[config.mk]
export PLATFORM = sky130hd
export DESIGN_NAME = codec_homing_control
export DESIGN_NICKNAME = d
export VERILOG_FILES = /design/src/core/homing_pkg.sv /design/src/core/codec_homing_control.sv /design/src/core/enc_home_detect.sv /design/src/core/dec_home_detect.sv
export VERILOG_INCLUDE_DIRS = /design/src /design/src/core
export SDC_FILE = /design/constraint.sdc
export NUM_CORES = 1
export LEC_CHECK = 0
export ABC_CLOCK_PERIOD_IN_PS = 9600
export BUFFER_PORTS_ARGS = -buffer_cell sky130_fd_sc_hd__buf_2
export CAP_MARGIN = 15
export CORE_UTILIZATION = 55
export CTS_CLUSTER_SIZE = 20
export DETAILED_ROUTE_END_ITERATION = 8
export PLACE_DENSITY_LB_ADDON = 0.25
export SETUP_SLACK_MARGIN = 0.15
export SYNTH_ARGS = -nofsm -noshare
export SYNTH_HDL_FRONTEND = slang
export SYNTH_HIERARCHICAL = 1
export SYNTH_SLANG_ARGS = --single-unit
[constraint.sdc]
create_clock -name i_clk -period 9.6 [get_ports i_clk]
set_input_delay 1.44 -clock i_clk [delete_from_list [all_inputs] [get_ports i_clk]]
set_output_delay 1.44 -clock i_clk [all_outputs]
set_load 0.005 [all_outputs]
[src/core/homing_regs.svh]
// Constants for the codec homing control block
`ifndef HOMING_REGS_SVH
`define HOMING_REGS_SVH
`define FRAME_SAMPLES 160
`define SAMPLE_BITS 13
`define ENC_HOME_SAMPLE 13'h0001
`define ENC_HOME_WORD 16'h0008
`define NUM_LAR 8
`define NUM_SUBFRAMES 4
`define NUM_PULSES 13
`define HOME_LAG 7'h28
`define HOME_PULSE 3'h4
`define HOME_PULSE_ALT 3'h3
`define ALT_SUBFRAME 2'h3
`define ALT_PULSE 4'h4
`define LAR0 6'h09
`define LAR1 6'h17
`define LAR2 5'h0F
`define LAR3 5'h08
`define LAR4 4'h7
`define LAR5 4'h3
`define LAR6 3'h3
`define LAR7 3'h2
`define HOME_PREV_LAG 7'h28
`define PARAM_WORDS 76
`define SUB_WORDS 17
`define SUB_HEAD_WORDS 4
`define HEAD_WORDS 25
`endif

[src/core/homing_pkg.sv]
// Types shared by the codec homing control block
package homing_pkg;
   // One speech sample word with frame markers
   typedef struct packed {
      logic [15:0] word;
      logic first;
      logic last;
   } sample_beat_t;
   // One parameter word with frame markers and bad-frame flag
   typedef struct packed {
      logic [15:0] word;
      logic first;
      logic last;
      logic bad;
   } param_beat_t;
   // Home commands to the codec datapath
   typedef struct packed {
      logic enc_home;
      logic dec_home;
   } home_cmd_t;
endpackage

[src/core/codec_homing_control.sv]
// Codec homing control: detection, home commands and output substitution
`include "homing_regs.svh"
module codec_homing_control
   import homing_pkg::*;
#(
   parameter int SAMPLES = `FRAME_SAMPLES,
   parameter int WORDS = `PARAM_WORDS
) (
   input wire logic i_clk,
   input wire logic i_rst_b,
   // Encoder input samples, feeding only the encoder homing frame detector
   input wire logic i_enc_valid,
   input wire sample_beat_t i_enc_beat,
   // Encoder datapath signals completion of a frame
   input wire logic i_enc_frame_done,
   // Decoder input parameters
   input wire logic i_dec_valid,
   input wire param_beat_t i_dec_beat,
   // Decoder datapath signals completion of a frame
   input wire logic i_dec_frame_done,
   // Decoded speech from the datapath
   input wire logic i_speech_valid,
   input wire sample_beat_t i_speech_beat,
   // Speech out, possibly substituted
   output logic o_speech_valid,
   output sample_beat_t o_speech_beat,
   // Home commands, one-cycle pulses
   output home_cmd_t o_home,
   output logic o_enc_at_home,
   output logic o_dec_at_home
);
   logic enc_done;
   logic enc_match;
   logic dec_done;
   logic dec_full;
   logic dec_head;
   logic dec_bad;
   logic enc_pending_valid;
   logic enc_pending_home;
   logic dec_pending_valid;
   logic dec_pending_home;
   logic substitute;
   logic dec_is_home;

   enc_home_detect #(.SAMPLES(SAMPLES)) u_enc_det (
      .i_clk(i_clk),
      .i_rst_b(i_rst_b),
      .i_valid(i_enc_valid),
      .i_beat(i_enc_beat),
      .o_done(enc_done),
      .o_match(enc_match)
   );

   dec_home_detect #(.WORDS(WORDS)) u_dec_det (
      .i_clk(i_clk),
      .i_rst_b(i_rst_b),
      .i_valid(i_dec_valid),
      .i_beat(i_dec_beat),
      .o_done(dec_done),
      .o_full_match(dec_full),
      .o_head_match(dec_head),
      .o_bad(dec_bad)
   );

   // Shortened check allowed only from home; bad frames never home
   assign dec_is_home = ~dec_bad & (o_dec_at_home ? dec_head : dec_full);

   // Encoder verdict held until the datapath finishes that frame
   always_ff @(posedge i_clk or negedge i_rst_b) begin
      if (!i_rst_b) begin
         enc_pending_valid <= 1'b0;
         enc_pending_home <= 1'b0;
      end else if (enc_done) begin
         enc_pending_valid <= 1'b1;
         enc_pending_home <= enc_match;
      end else if (i_enc_frame_done) begin
         enc_pending_valid <= 1'b0;
      end
   end

   // Encoder home pulse after normal processing of the homing frame
   // The datapath zeroes offset, preboost, LAR, filter and delay memories
   // and homes voice activity and discontinuous transmission state.
   // From home the codec then yields the decoder homing frame naturally.
   always_ff @(posedge i_clk or negedge i_rst_b) begin
      if (!i_rst_b) begin
         o_home.enc_home <= 1'b0;
      end else begin
         o_home.enc_home <= i_enc_frame_done & enc_pending_valid
            & enc_pending_home;
      end
   end

   // Encoder at-home flag
   always_ff @(posedge i_clk or negedge i_rst_b) begin
      if (!i_rst_b) begin
         o_enc_at_home <= 1'b1;
      end else if (i_enc_frame_done & enc_pending_valid) begin
         o_enc_at_home <= enc_pending_home;
      end
   end

   // Decoder verdict and substitution choice held until frame completes
   always_ff @(posedge i_clk or negedge i_rst_b) begin
      if (!i_rst_b) begin
         dec_pending_valid <= 1'b0;
         dec_pending_home <= 1'b0;
         substitute <= 1'b0;
      end else if (dec_done) begin
         dec_pending_valid <= 1'b1;
         dec_pending_home <= dec_is_home;
         substitute <= dec_is_home & o_dec_at_home;
      end else if (i_dec_frame_done) begin
         dec_pending_valid <= 1'b0;
         substitute <= 1'b0;
      end
   end

   // Decoder home pulse: lag to 40, memories zero, concealment and noise home
   always_ff @(posedge i_clk or negedge i_rst_b) begin
      if (!i_rst_b) begin
         o_home.dec_home <= 1'b0;
      end else begin
         o_home.dec_home <= i_dec_frame_done & dec_pending_valid
            & dec_pending_home;
      end
   end

   // Decoder at-home flag
   always_ff @(posedge i_clk or negedge i_rst_b) begin
      if (!i_rst_b) begin
         o_dec_at_home <= 1'b1;
      end else if (i_dec_frame_done & dec_pending_valid) begin
         o_dec_at_home <= dec_pending_home;
      end
   end

   // Speech output, replaced by the encoder homing sample when substituting
   always_ff @(posedge i_clk or negedge i_rst_b) begin
      if (!i_rst_b) begin
         o_speech_valid <= 1'b0;
         o_speech_beat <= '0;
      end else begin
         o_speech_valid <= i_speech_valid;
         o_speech_beat <= i_speech_beat;
         if (substitute) begin
            o_speech_beat.word <= `ENC_HOME_WORD;
         end
      end
   end
endmodule

[src/core/enc_home_detect.sv]
// Encoder homing frame detector over a sample stream
`include "homing_regs.svh"
module enc_home_detect
   import homing_pkg::*;
#(
   parameter int SAMPLES = `FRAME_SAMPLES
) (
   input wire logic i_clk,
   input wire logic i_rst_b,
   input wire logic i_valid,
   input wire sample_beat_t i_beat,
   output logic o_done,
   output logic o_match
);
   logic [7:0] count;
   logic all_equal;
   logic aligned;
   logic next_equal;
   logic beat_ok;

   // Only the 13 valid sample bits are compared
   assign beat_ok = (i_beat.word[15:3] == `ENC_HOME_SAMPLE);
   assign next_equal = (i_beat.first ? 1'b1 : all_equal) & beat_ok;

   // Running match and alignment over one frame
   always_ff @(posedge i_clk or negedge i_rst_b) begin
      if (!i_rst_b) begin
         count <= 8'h00;
         all_equal <= 1'b0;
         aligned <= 1'b0;
      end else if (i_valid) begin
         all_equal <= next_equal;
         if (i_beat.first) begin
            count <= 8'h01;
            aligned <= 1'b1;
         end else begin
            count <= count + 8'h01;
         end
      end
   end

   // Verdict at every frame end; match only when the frame ends at the codec's own boundary
   always_ff @(posedge i_clk or negedge i_rst_b) begin
      if (!i_rst_b) begin
         o_done <= 1'b0;
         o_match <= 1'b0;
      end else begin
         o_done <= i_valid & i_beat.last;
         o_match <= i_valid & i_beat.last & next_equal & (aligned | i_beat.first)
            & (count == 8'(SAMPLES - 1));
      end
   end
endmodule

[src/core/dec_home_detect.sv]
// Decoder homing frame detector over a parameter stream
`include "homing_regs.svh"
module dec_home_detect
   import homing_pkg::*;
#(
   parameter int WORDS = `PARAM_WORDS
) (
   input wire logic i_clk,
   input wire logic i_rst_b,
   input wire logic i_valid,
   input wire param_beat_t i_beat,
   output logic o_done,
   output logic o_full_match,
   output logic o_head_match,
   output logic o_bad
);
   logic [6:0] idx;
   logic [6:0] cur;
   logic full_ok;
   logic head_ok;
   logic [15:0] expect_word;
   logic [4:0] pulse;
   logic [1:0] sub;
   logic w_ok;
   logic next_full;
   logic next_head;

   assign cur = i_beat.first ? 7'h00 : idx;

   // Expected word for position: 8 LARs then 4 x (lag,gain,grid,amp,13 pulses)
   always_comb begin
      expect_word = 16'h0000;
      sub = 2'h0;
      pulse = 5'h00;
      unique case (cur)
         7'd0: expect_word = 16'(`LAR0);
         7'd1: expect_word = 16'(`LAR1);
         7'd2: expect_word = 16'(`LAR2);
         7'd3: expect_word = 16'(`LAR3);
         7'd4: expect_word = 16'(`LAR4);
         7'd5: expect_word = 16'(`LAR5);
         7'd6: expect_word = 16'(`LAR6);
         7'd7: expect_word = 16'(`LAR7);
         default: begin
            // Slot within a subframe runs 0..16, so it needs five bits
            sub = 2'((cur - 7'(`NUM_LAR)) / 7'(`SUB_WORDS));
            pulse = 5'((cur - 7'(`NUM_LAR)) % 7'(`SUB_WORDS));
            if (pulse == 5'h00) begin
               expect_word = 16'(`HOME_LAG);
            end else if (pulse < 5'(`SUB_HEAD_WORDS)) begin
               expect_word = 16'h0000;
            end else if (sub == `ALT_SUBFRAME
               && pulse == 5'(`ALT_PULSE) + 5'(`SUB_HEAD_WORDS)) begin
               expect_word = 16'(`HOME_PULSE_ALT);
            end else begin
               expect_word = 16'(`HOME_PULSE);
            end
         end
      endcase
   end

   assign w_ok = (i_beat.word == expect_word);
   assign next_full = (i_beat.first ? 1'b1 : full_ok) & w_ok;
   // Head covers LARs and the first subframe only
   assign next_head = (i_beat.first ? 1'b1 : head_ok)
      & (w_ok | (cur >= 7'(`HEAD_WORDS)));

   // Position and running matches
   always_ff @(posedge i_clk or negedge i_rst_b) begin
      if (!i_rst_b) begin
         idx <= 7'h00;
         full_ok <= 1'b0;
         head_ok <= 1'b0;
      end else if (i_valid) begin
         idx <= cur + 7'h01;
         full_ok <= next_full;
         head_ok <= next_head;
      end
   end

   // Frame-end verdict
   always_ff @(posedge i_clk or negedge i_rst_b) begin
      if (!i_rst_b) begin
         o_done <= 1'b0;
         o_full_match <= 1'b0;
         o_head_match <= 1'b0;
         o_bad <= 1'b0;
      end else begin
         o_done <= i_valid & i_beat.last;
         o_full_match <= i_valid & i_beat.last & next_full & (cur == 7'(WORDS - 1));
         o_head_match <= i_valid & i_beat.last & next_head & (cur == 7'(WORDS - 1));
         o_bad <= i_valid & i_beat.last & i_beat.bad;
      end
   end
endmodule

Word level (Yosys, flattened, before mapping). Cells that the tools add are included.

Logic and storage cells: 90. Flip-flop bits (word level): 53. Output and inout port bits: 23. Bits of input ports: 62.

$lt $le $gt $ge: 2. Reductions and logical operators: 7. Muxes and demuxes: 16. Equality and inequality tests: 13. Divide/modulo/power cells: 2. Bitwise operators: 22. Add/subtract/negate cells: 3.

Operators by type and width (number): $pmux 16 s7 (1); $mux 16 (3); $eq 7x3->1 const B (4); $and 1x1->1 (19); $eq 16x16->1 (1); $eq 7x2->1 const B (2); $eq 13x1->1 const B (1); $mux 1 (9); $add 8x1->8 const B (1); $eq 8x8->1 const B (1); $mux 8 (1); $add 7x1->7 const B (1); $div 7x5->7 const B (1); $eq 7x1->1 const B (1); $eq 7x7->1 const B (1); $ge 7x5->1 const B (1); $logic_not 7->1 (1); $mod 7x5->7 const B (1); $mux 7 (1); $sub 7x4->7 const B (1); $eq 5x4->1 const B (1); $logic_not 5->1 (1); $lt 5x3->1 const B (1); $reduce_bool 2->1 (2); 7 further kinds (8).

Depth between registers and ports, before layout.
Depth after elaboration: 14. Mapped depth: 18.

By module. Netlist, hierarchy kept.

By module, submodules not included: dec_home_detect (seq. area each 325.3 sq um, area an instance 1828.0 sq um, instances 1, cells an instance 224); codec_homing_control (seq. area each 703.2 sq um, area an instance 947.2 sq um, instances 1, cells an instance 63); enc_home_detect (seq. area each 300.3 sq um, area an instance 608.1 sq um, instances 1, cells an instance 63).

Worst setup path after synthesis. No wires, ideal clock.

Kind: input port to flip-flop. Start: in i_dec_beat[2] in the netlist's numbering. End: reg u_dec_det.head_ok. Path slack: 4252 ps. Arrival: 5266 ps. Stages: 17. Cells stage by stage: buf_2 clkbuf_1 or2b_1 ha_1 and2b_1 a221oi_2 o211a_4 or3_1 and2_1 buf_6 o311a_4 or3b_4 a32o_1 a311o_1 o311ai_2 o2111ai_2 a31oi_1.

Word-level cells in the longest chain between the ends: 12. Elaborated cells on any way between the ends: 27. Those cells by class: add/sub: 1; div: 2; order compare: 2; eq/ne: 10; mux: 6; bitwise: 2; reduce/logical: 4.

RTL lines: start, declared (line codec_homing_control.sv:18) `input wire param_beat_t i_dec_beat,`; parallel branches: the longest is 11 deep, another holds $sub 7x4->7; $and 1x1->1 (*) (line dec_home_detect.sv:65) `assign next_head = (i_beat.first ? 1'b1 : head_ok)`; end signal, assigned (line dec_home_detect.sv:77) `head_ok <= next_head;`; end, declared (line dec_home_detect.sv:20) `logic head_ok;`.

Mark *: on every way between the ends. A chain may end at the register's enable or synchronous reset.

Worst setup path after layout. Same ends and word-level chain as after synthesis.

==> results.md <==
- In this run the remaining antenna-violating nets after routing total 0.
- Buffers added to address setup during post-CTS repair amount to 0.
- The number of nets in the synthesized netlist is 428.
- After detailed routing, the average wire length per cell comes to roughly 15 um.
- The relative area change from synthesis to final layout is 15.1%.
- The largest net degree at the start of global routing is 54.
- Once layout is done, the placed cells without fillers occupy just under 4000 sq um.
- The TritonCTS buffer count is 5.
- Routability-driven placement finished with a final weighted congestion of ~0.83.
- Traced cell by cell, the critical path runs through buf_2, nand2b_1, inv_1, ha_1, nor4bb_1, and2_1, o21ai_1, mux2i_1, nand4_1, o311a_1, or3b_4, a32o_1, a311o_1, o311ai_2, o2111ai_2, a31oi_1.
- In the final layout, flip-flops and latches occupy between 1000 and 1500 sq um.
- Row generation in the floorplan step produced 28 rows.
- The clock passes through at most 2 buffers.
- Headroom to the max-slew limit came out at approximately 57%.
- The number of standard cells in the final layout excluding fillers is ~500.
- The first routing iteration left 72 violations.
- The hold buffer count at cts is 0.
- The critical path's top delay family is simple AND/OR/NAND/NOR gates.
- The floorplan step defined a die boundary enclosing 6470 sq um.
- By area the synthesized netlist is led by sky130_fd_sc_hd__dfrtp_1 38%, sky130_fd_sc_hd__ha_1 5.9%, sky130_fd_sc_hd__a21oi_1 3.7%.
- The instance area at placement is 3810 sq um.
- The first global-routing pass estimated 11.9 mm of wire.
- STA classifies the critical path endpoint as a flop.
- Summing the sequential cell areas from Yosys gives between 30% and 40% of the chip area.
- Setup repair after global routing left no endpoint under its margin.
- In the synthesized netlist, the number of instances is 350.
- The floorplan step defined a core boundary enclosing 5920 sq um.
- For this run, the top clock speed supported by timing is 0.188 GHz.
- The flow ran to the end, and the final reports show no timing, DRC or antenna violations.
- The final clock skew is around 4.5 ps.
- The sum of net half-perimeters after detailed placement is 5.58 mm.
- The buffering stage count on the worst path with inverters included is 2.
- Clock-pin slew was measured on the worst setup and hold paths at ~90 ps.
- Including well taps, the total number of placed cells is approximately 490.
- The average cell area after synthesis is between 9 and 10 sq um.
- Across the VDD grid, the largest voltage drop is approximately 120 uV.
- After synthesis the cells add up to ~3400 sq um.
- Data on the critical path arrives at its endpoint at between 5000 and 6000 ps.
- On the worst path, the slowest cell contributes a delay of 410 ps.
- The library cell used most frequently in the layout, excluding fill and tap cells, is sky130_fd_sc_hd__buf_2.
- STA classifies the critical path startpoint as an input pin.
- The min-delay analysis places its worst path in the category reg -> reg.
- The share of synthesized flip-flops with an asynchronous set or reset is between 90% and 100%.
- The most used flip-flop cell after synthesis is sky130_fd_sc_hd__dfrtp_1.
- Once the floorplan was initialized, standard cells occupied a little under three fifths of the core.
- The number of max-slew violations in the final report is 0.
- The number of fill cells in the layout is roughly 470.
- The slowest library cell on the worst path is sky130_fd_sc_hd__nor4bb_1.
- The number of clock sinks is between 50 and 60.
- The post-synthesis cell type count is 77.
- The boundary pin count is 85.
- From bottom edge to top edge, the die measures slightly above 80 um.
- The post-synthesis sequential element count is between 50 and 60.
- The total routed wirelength is approximately 7.4 mm.
- In the routed design, unresolved DRC markers number 0.
- In the final layout, the share of cells above drive strength 1 is between 20% and 30%.
- Once layout is complete, the utilization of the core stands at approximately two thirds.
- For this design the ratio of total power to cell area is 165 nW/um^2.
- The transition time at the pin with the least slew margin is 647 ps.
- The via density per instance is a little under 6.
- The accumulated negative setup slack is 0 ps.
- The count of port buffers added during placement is between 80 and 90.
- After synthesis, the largest area contributor takes up between 30% and 40% of total cell area.
- In the layout the commonest cells are 81 x sky130_fd_sc_hd__buf_2, 51 x sky130_fd_sc_hd__dfrtp_1, 25 x sky130_fd_sc_hd__a21oi_1.
- Data on the critical path is required at its endpoint by ~10000 ps.
- Clock latency on the worst-skew pair, taken at its later pin, is roughly 300 ps.
- The count of vias placed by the detailed router is 2905.
- The via count of the first global-routing pass is between 2000 and 3000.
- The max-capacitance violation count is 0.
- After the last flow step, the layout net total stands at about 500.
- The biggest fanout along the worst timing path is 21.
- Of all cell types, the one taking the most synthesized area is sky130_fd_sc_hd__dfrtp_1.
- Once the clock tree was built, the resizer swapped 0 gates to a different size.
- TritonCTS built the clock tree.
- The multi-input combinational cells in the finished layout cover a total of about 1900 sq um.
- The number of H-tree branching levels is 2.
- After layout, the design draws a total of 0.641 mW.
- The setup path with the least slack is of type in -> reg.
- The repair_antennas step left the layout with diodes totalling 0.
- The total track usage is 23.4%.
- The worst path uses 55.4% of the clock period.
- The synthesized design contains 0 enable-type register cells.
- The tree is rooted in a sky130_fd_sc_hd__clkbuf_8.
- The count of final hold-check violations was 0.
- The Yosys step of the flow raised 6 warnings.
- The static power due to leakage is around 1.8 nW.
- The initial antenna violation count came to 0.
- The setup violation total in the final timing report is 0.
- The first TritonRoute pass finished after 4 iterations.
- Subtracting the final worst setup slack from the clock period gives roughly 5300 ps.
- The horizontal extent of the die is around 80 um.
- The remaining global-route overflow is 0.
[final timing paths]
check | endpoint | slack [ps] | start | depth (start not counted)
max | u_dec_det/head_ok | 4280 | i_dec_beat[2] | 16
min | u_enc_det/aligned | 480 | u_enc_det/aligned | 1
max reg2reg | u_dec_det/head_ok | 5200 | u_dec_det/idx[4] | 14
min reg2reg | u_enc_det/aligned | 480 | u_enc_det/aligned | 1
max in group asynchronous | o_speech_beat[17] | 7930 | i_rst_b | 2
min in group asynchronous | u_enc_det/count[0] | 1230 | i_rst_b | 2
[sequential cells by signal, summed over array words and instances, names as in the netlist, 2 cells and up]
register	cells
o_speech_beat	18
u_enc_det/count	8
u_dec_det/idx	7
o_home	2
[worst reg2reg max path, cell delays in order (launching register included)]
cell and delay (ps):
sky130_fd_sc_hd__dfrtp_1 500, sky130_fd_sc_hd__or2b_1 350, sky130_fd_sc_hd__ha_1 320, sky130_fd_sc_hd__and2b_1 240, sky130_fd_sc_hd__a221oi_2 50, sky130_fd_sc_hd__o211a_4 280, sky130_fd_sc_hd__or3_1 380, sky130_fd_sc_hd__and2_1 270
sky130_fd_sc_hd__o311a_4 410, sky130_fd_sc_hd__or3b_4 430, sky130_fd_sc_hd__a32o_1 300, sky130_fd_sc_hd__a311o_1 300, sky130_fd_sc_hd__o311ai_2 100, sky130_fd_sc_hd__o2111ai_2 210, sky130_fd_sc_hd__a31oi_1 210
[cells in the mapped netlist, types with 4 or more instances]
library cell               count
sky130_fd_sc_hd__buf_6         4
sky130_fd_sc_hd__mux2i_1       7
sky130_fd_sc_hd__nand4_1       4
sky130_fd_sc_hd__inv_1        16
sky130_fd_sc_hd__a21o_1        6
sky130_fd_sc_hd__mux2_2        4
sky130_fd_sc_hd__nand2b_1      8
sky130_fd_sc_hd__nor4_1        6
sky130_fd_sc_hd__nor2_1       24
sky130_fd_sc_hd__and2b_2       5
sky130_fd_sc_hd__clkbuf_1      6
sky130_fd_sc_hd__and2_1        9
sky130_fd_sc_hd__nor2b_1      14
sky130_fd_sc_hd__o22ai_1       6
sky130_fd_sc_hd__dfrtp_1      51
sky130_fd_sc_hd__nand2_1      17
sky130_fd_sc_hd__nor3b_1       5
sky130_fd_sc_hd__a21oi_1      25
sky130_fd_sc_hd__o21ai_1       4
sky130_fd_sc_hd__nor3_1        8
sky130_fd_sc_hd__a31oi_1       5
sky130_fd_sc_hd__ha_1         16
sky130_fd_sc_hd__nand3_1      10
sky130_fd_sc_hd__o21ai_0      11
[through the flow]
step,hold slack [ps],worst slack [ps]
floorplan,436,4250
CTS,484,4320
detailed placement,458,4020
global placement,456,4100
finish,483,4280
global route,495,3880
[power breakdown]
| part | internal [mW] | switching, mW |
|---|---|---|
| combinational | 0.113 | 0.150 |
| clock | 0.0514 | 0.0683 |
| sequential | 0.239 | 0.0198 |
| total | 0.404 | 0.238 |
[metal layers]
metal	GRT usage, %	vias up	wire, um
li1	-	1436	-
met1	26.6	1398	3080
met2	44.6	67	3970
met3	2.95	4	276
met4	7.32	0	51
met5	0	-	0
[final cells by class]
class | count | area share (%)
well taps | 75 | 2.41
inverters | 17 | 1.64
multi-input cells | 267 | 49.0
flip-flops and latches | 53 | 34.1
clock buffers | 6 | 1.86
clock inverters | 2 | 0.385
repair buffers | 82 | 10.6
[logic make-up after synthesis]
logic type / count (synthesis) / share of synthesized area [%]
and+or+nand+nor: 137 / 23.5
buffers and inverters: 30 / 4.33
muxes: 14 / 4.59
DFF: 53 / 39.3
adders and majority gates: 16 / 5.92
AOI/OAI and AO/OA: 96 / 21.3
xor gates and xnor gates: 4 / 1.04
(Power assumes the default switching activity.)
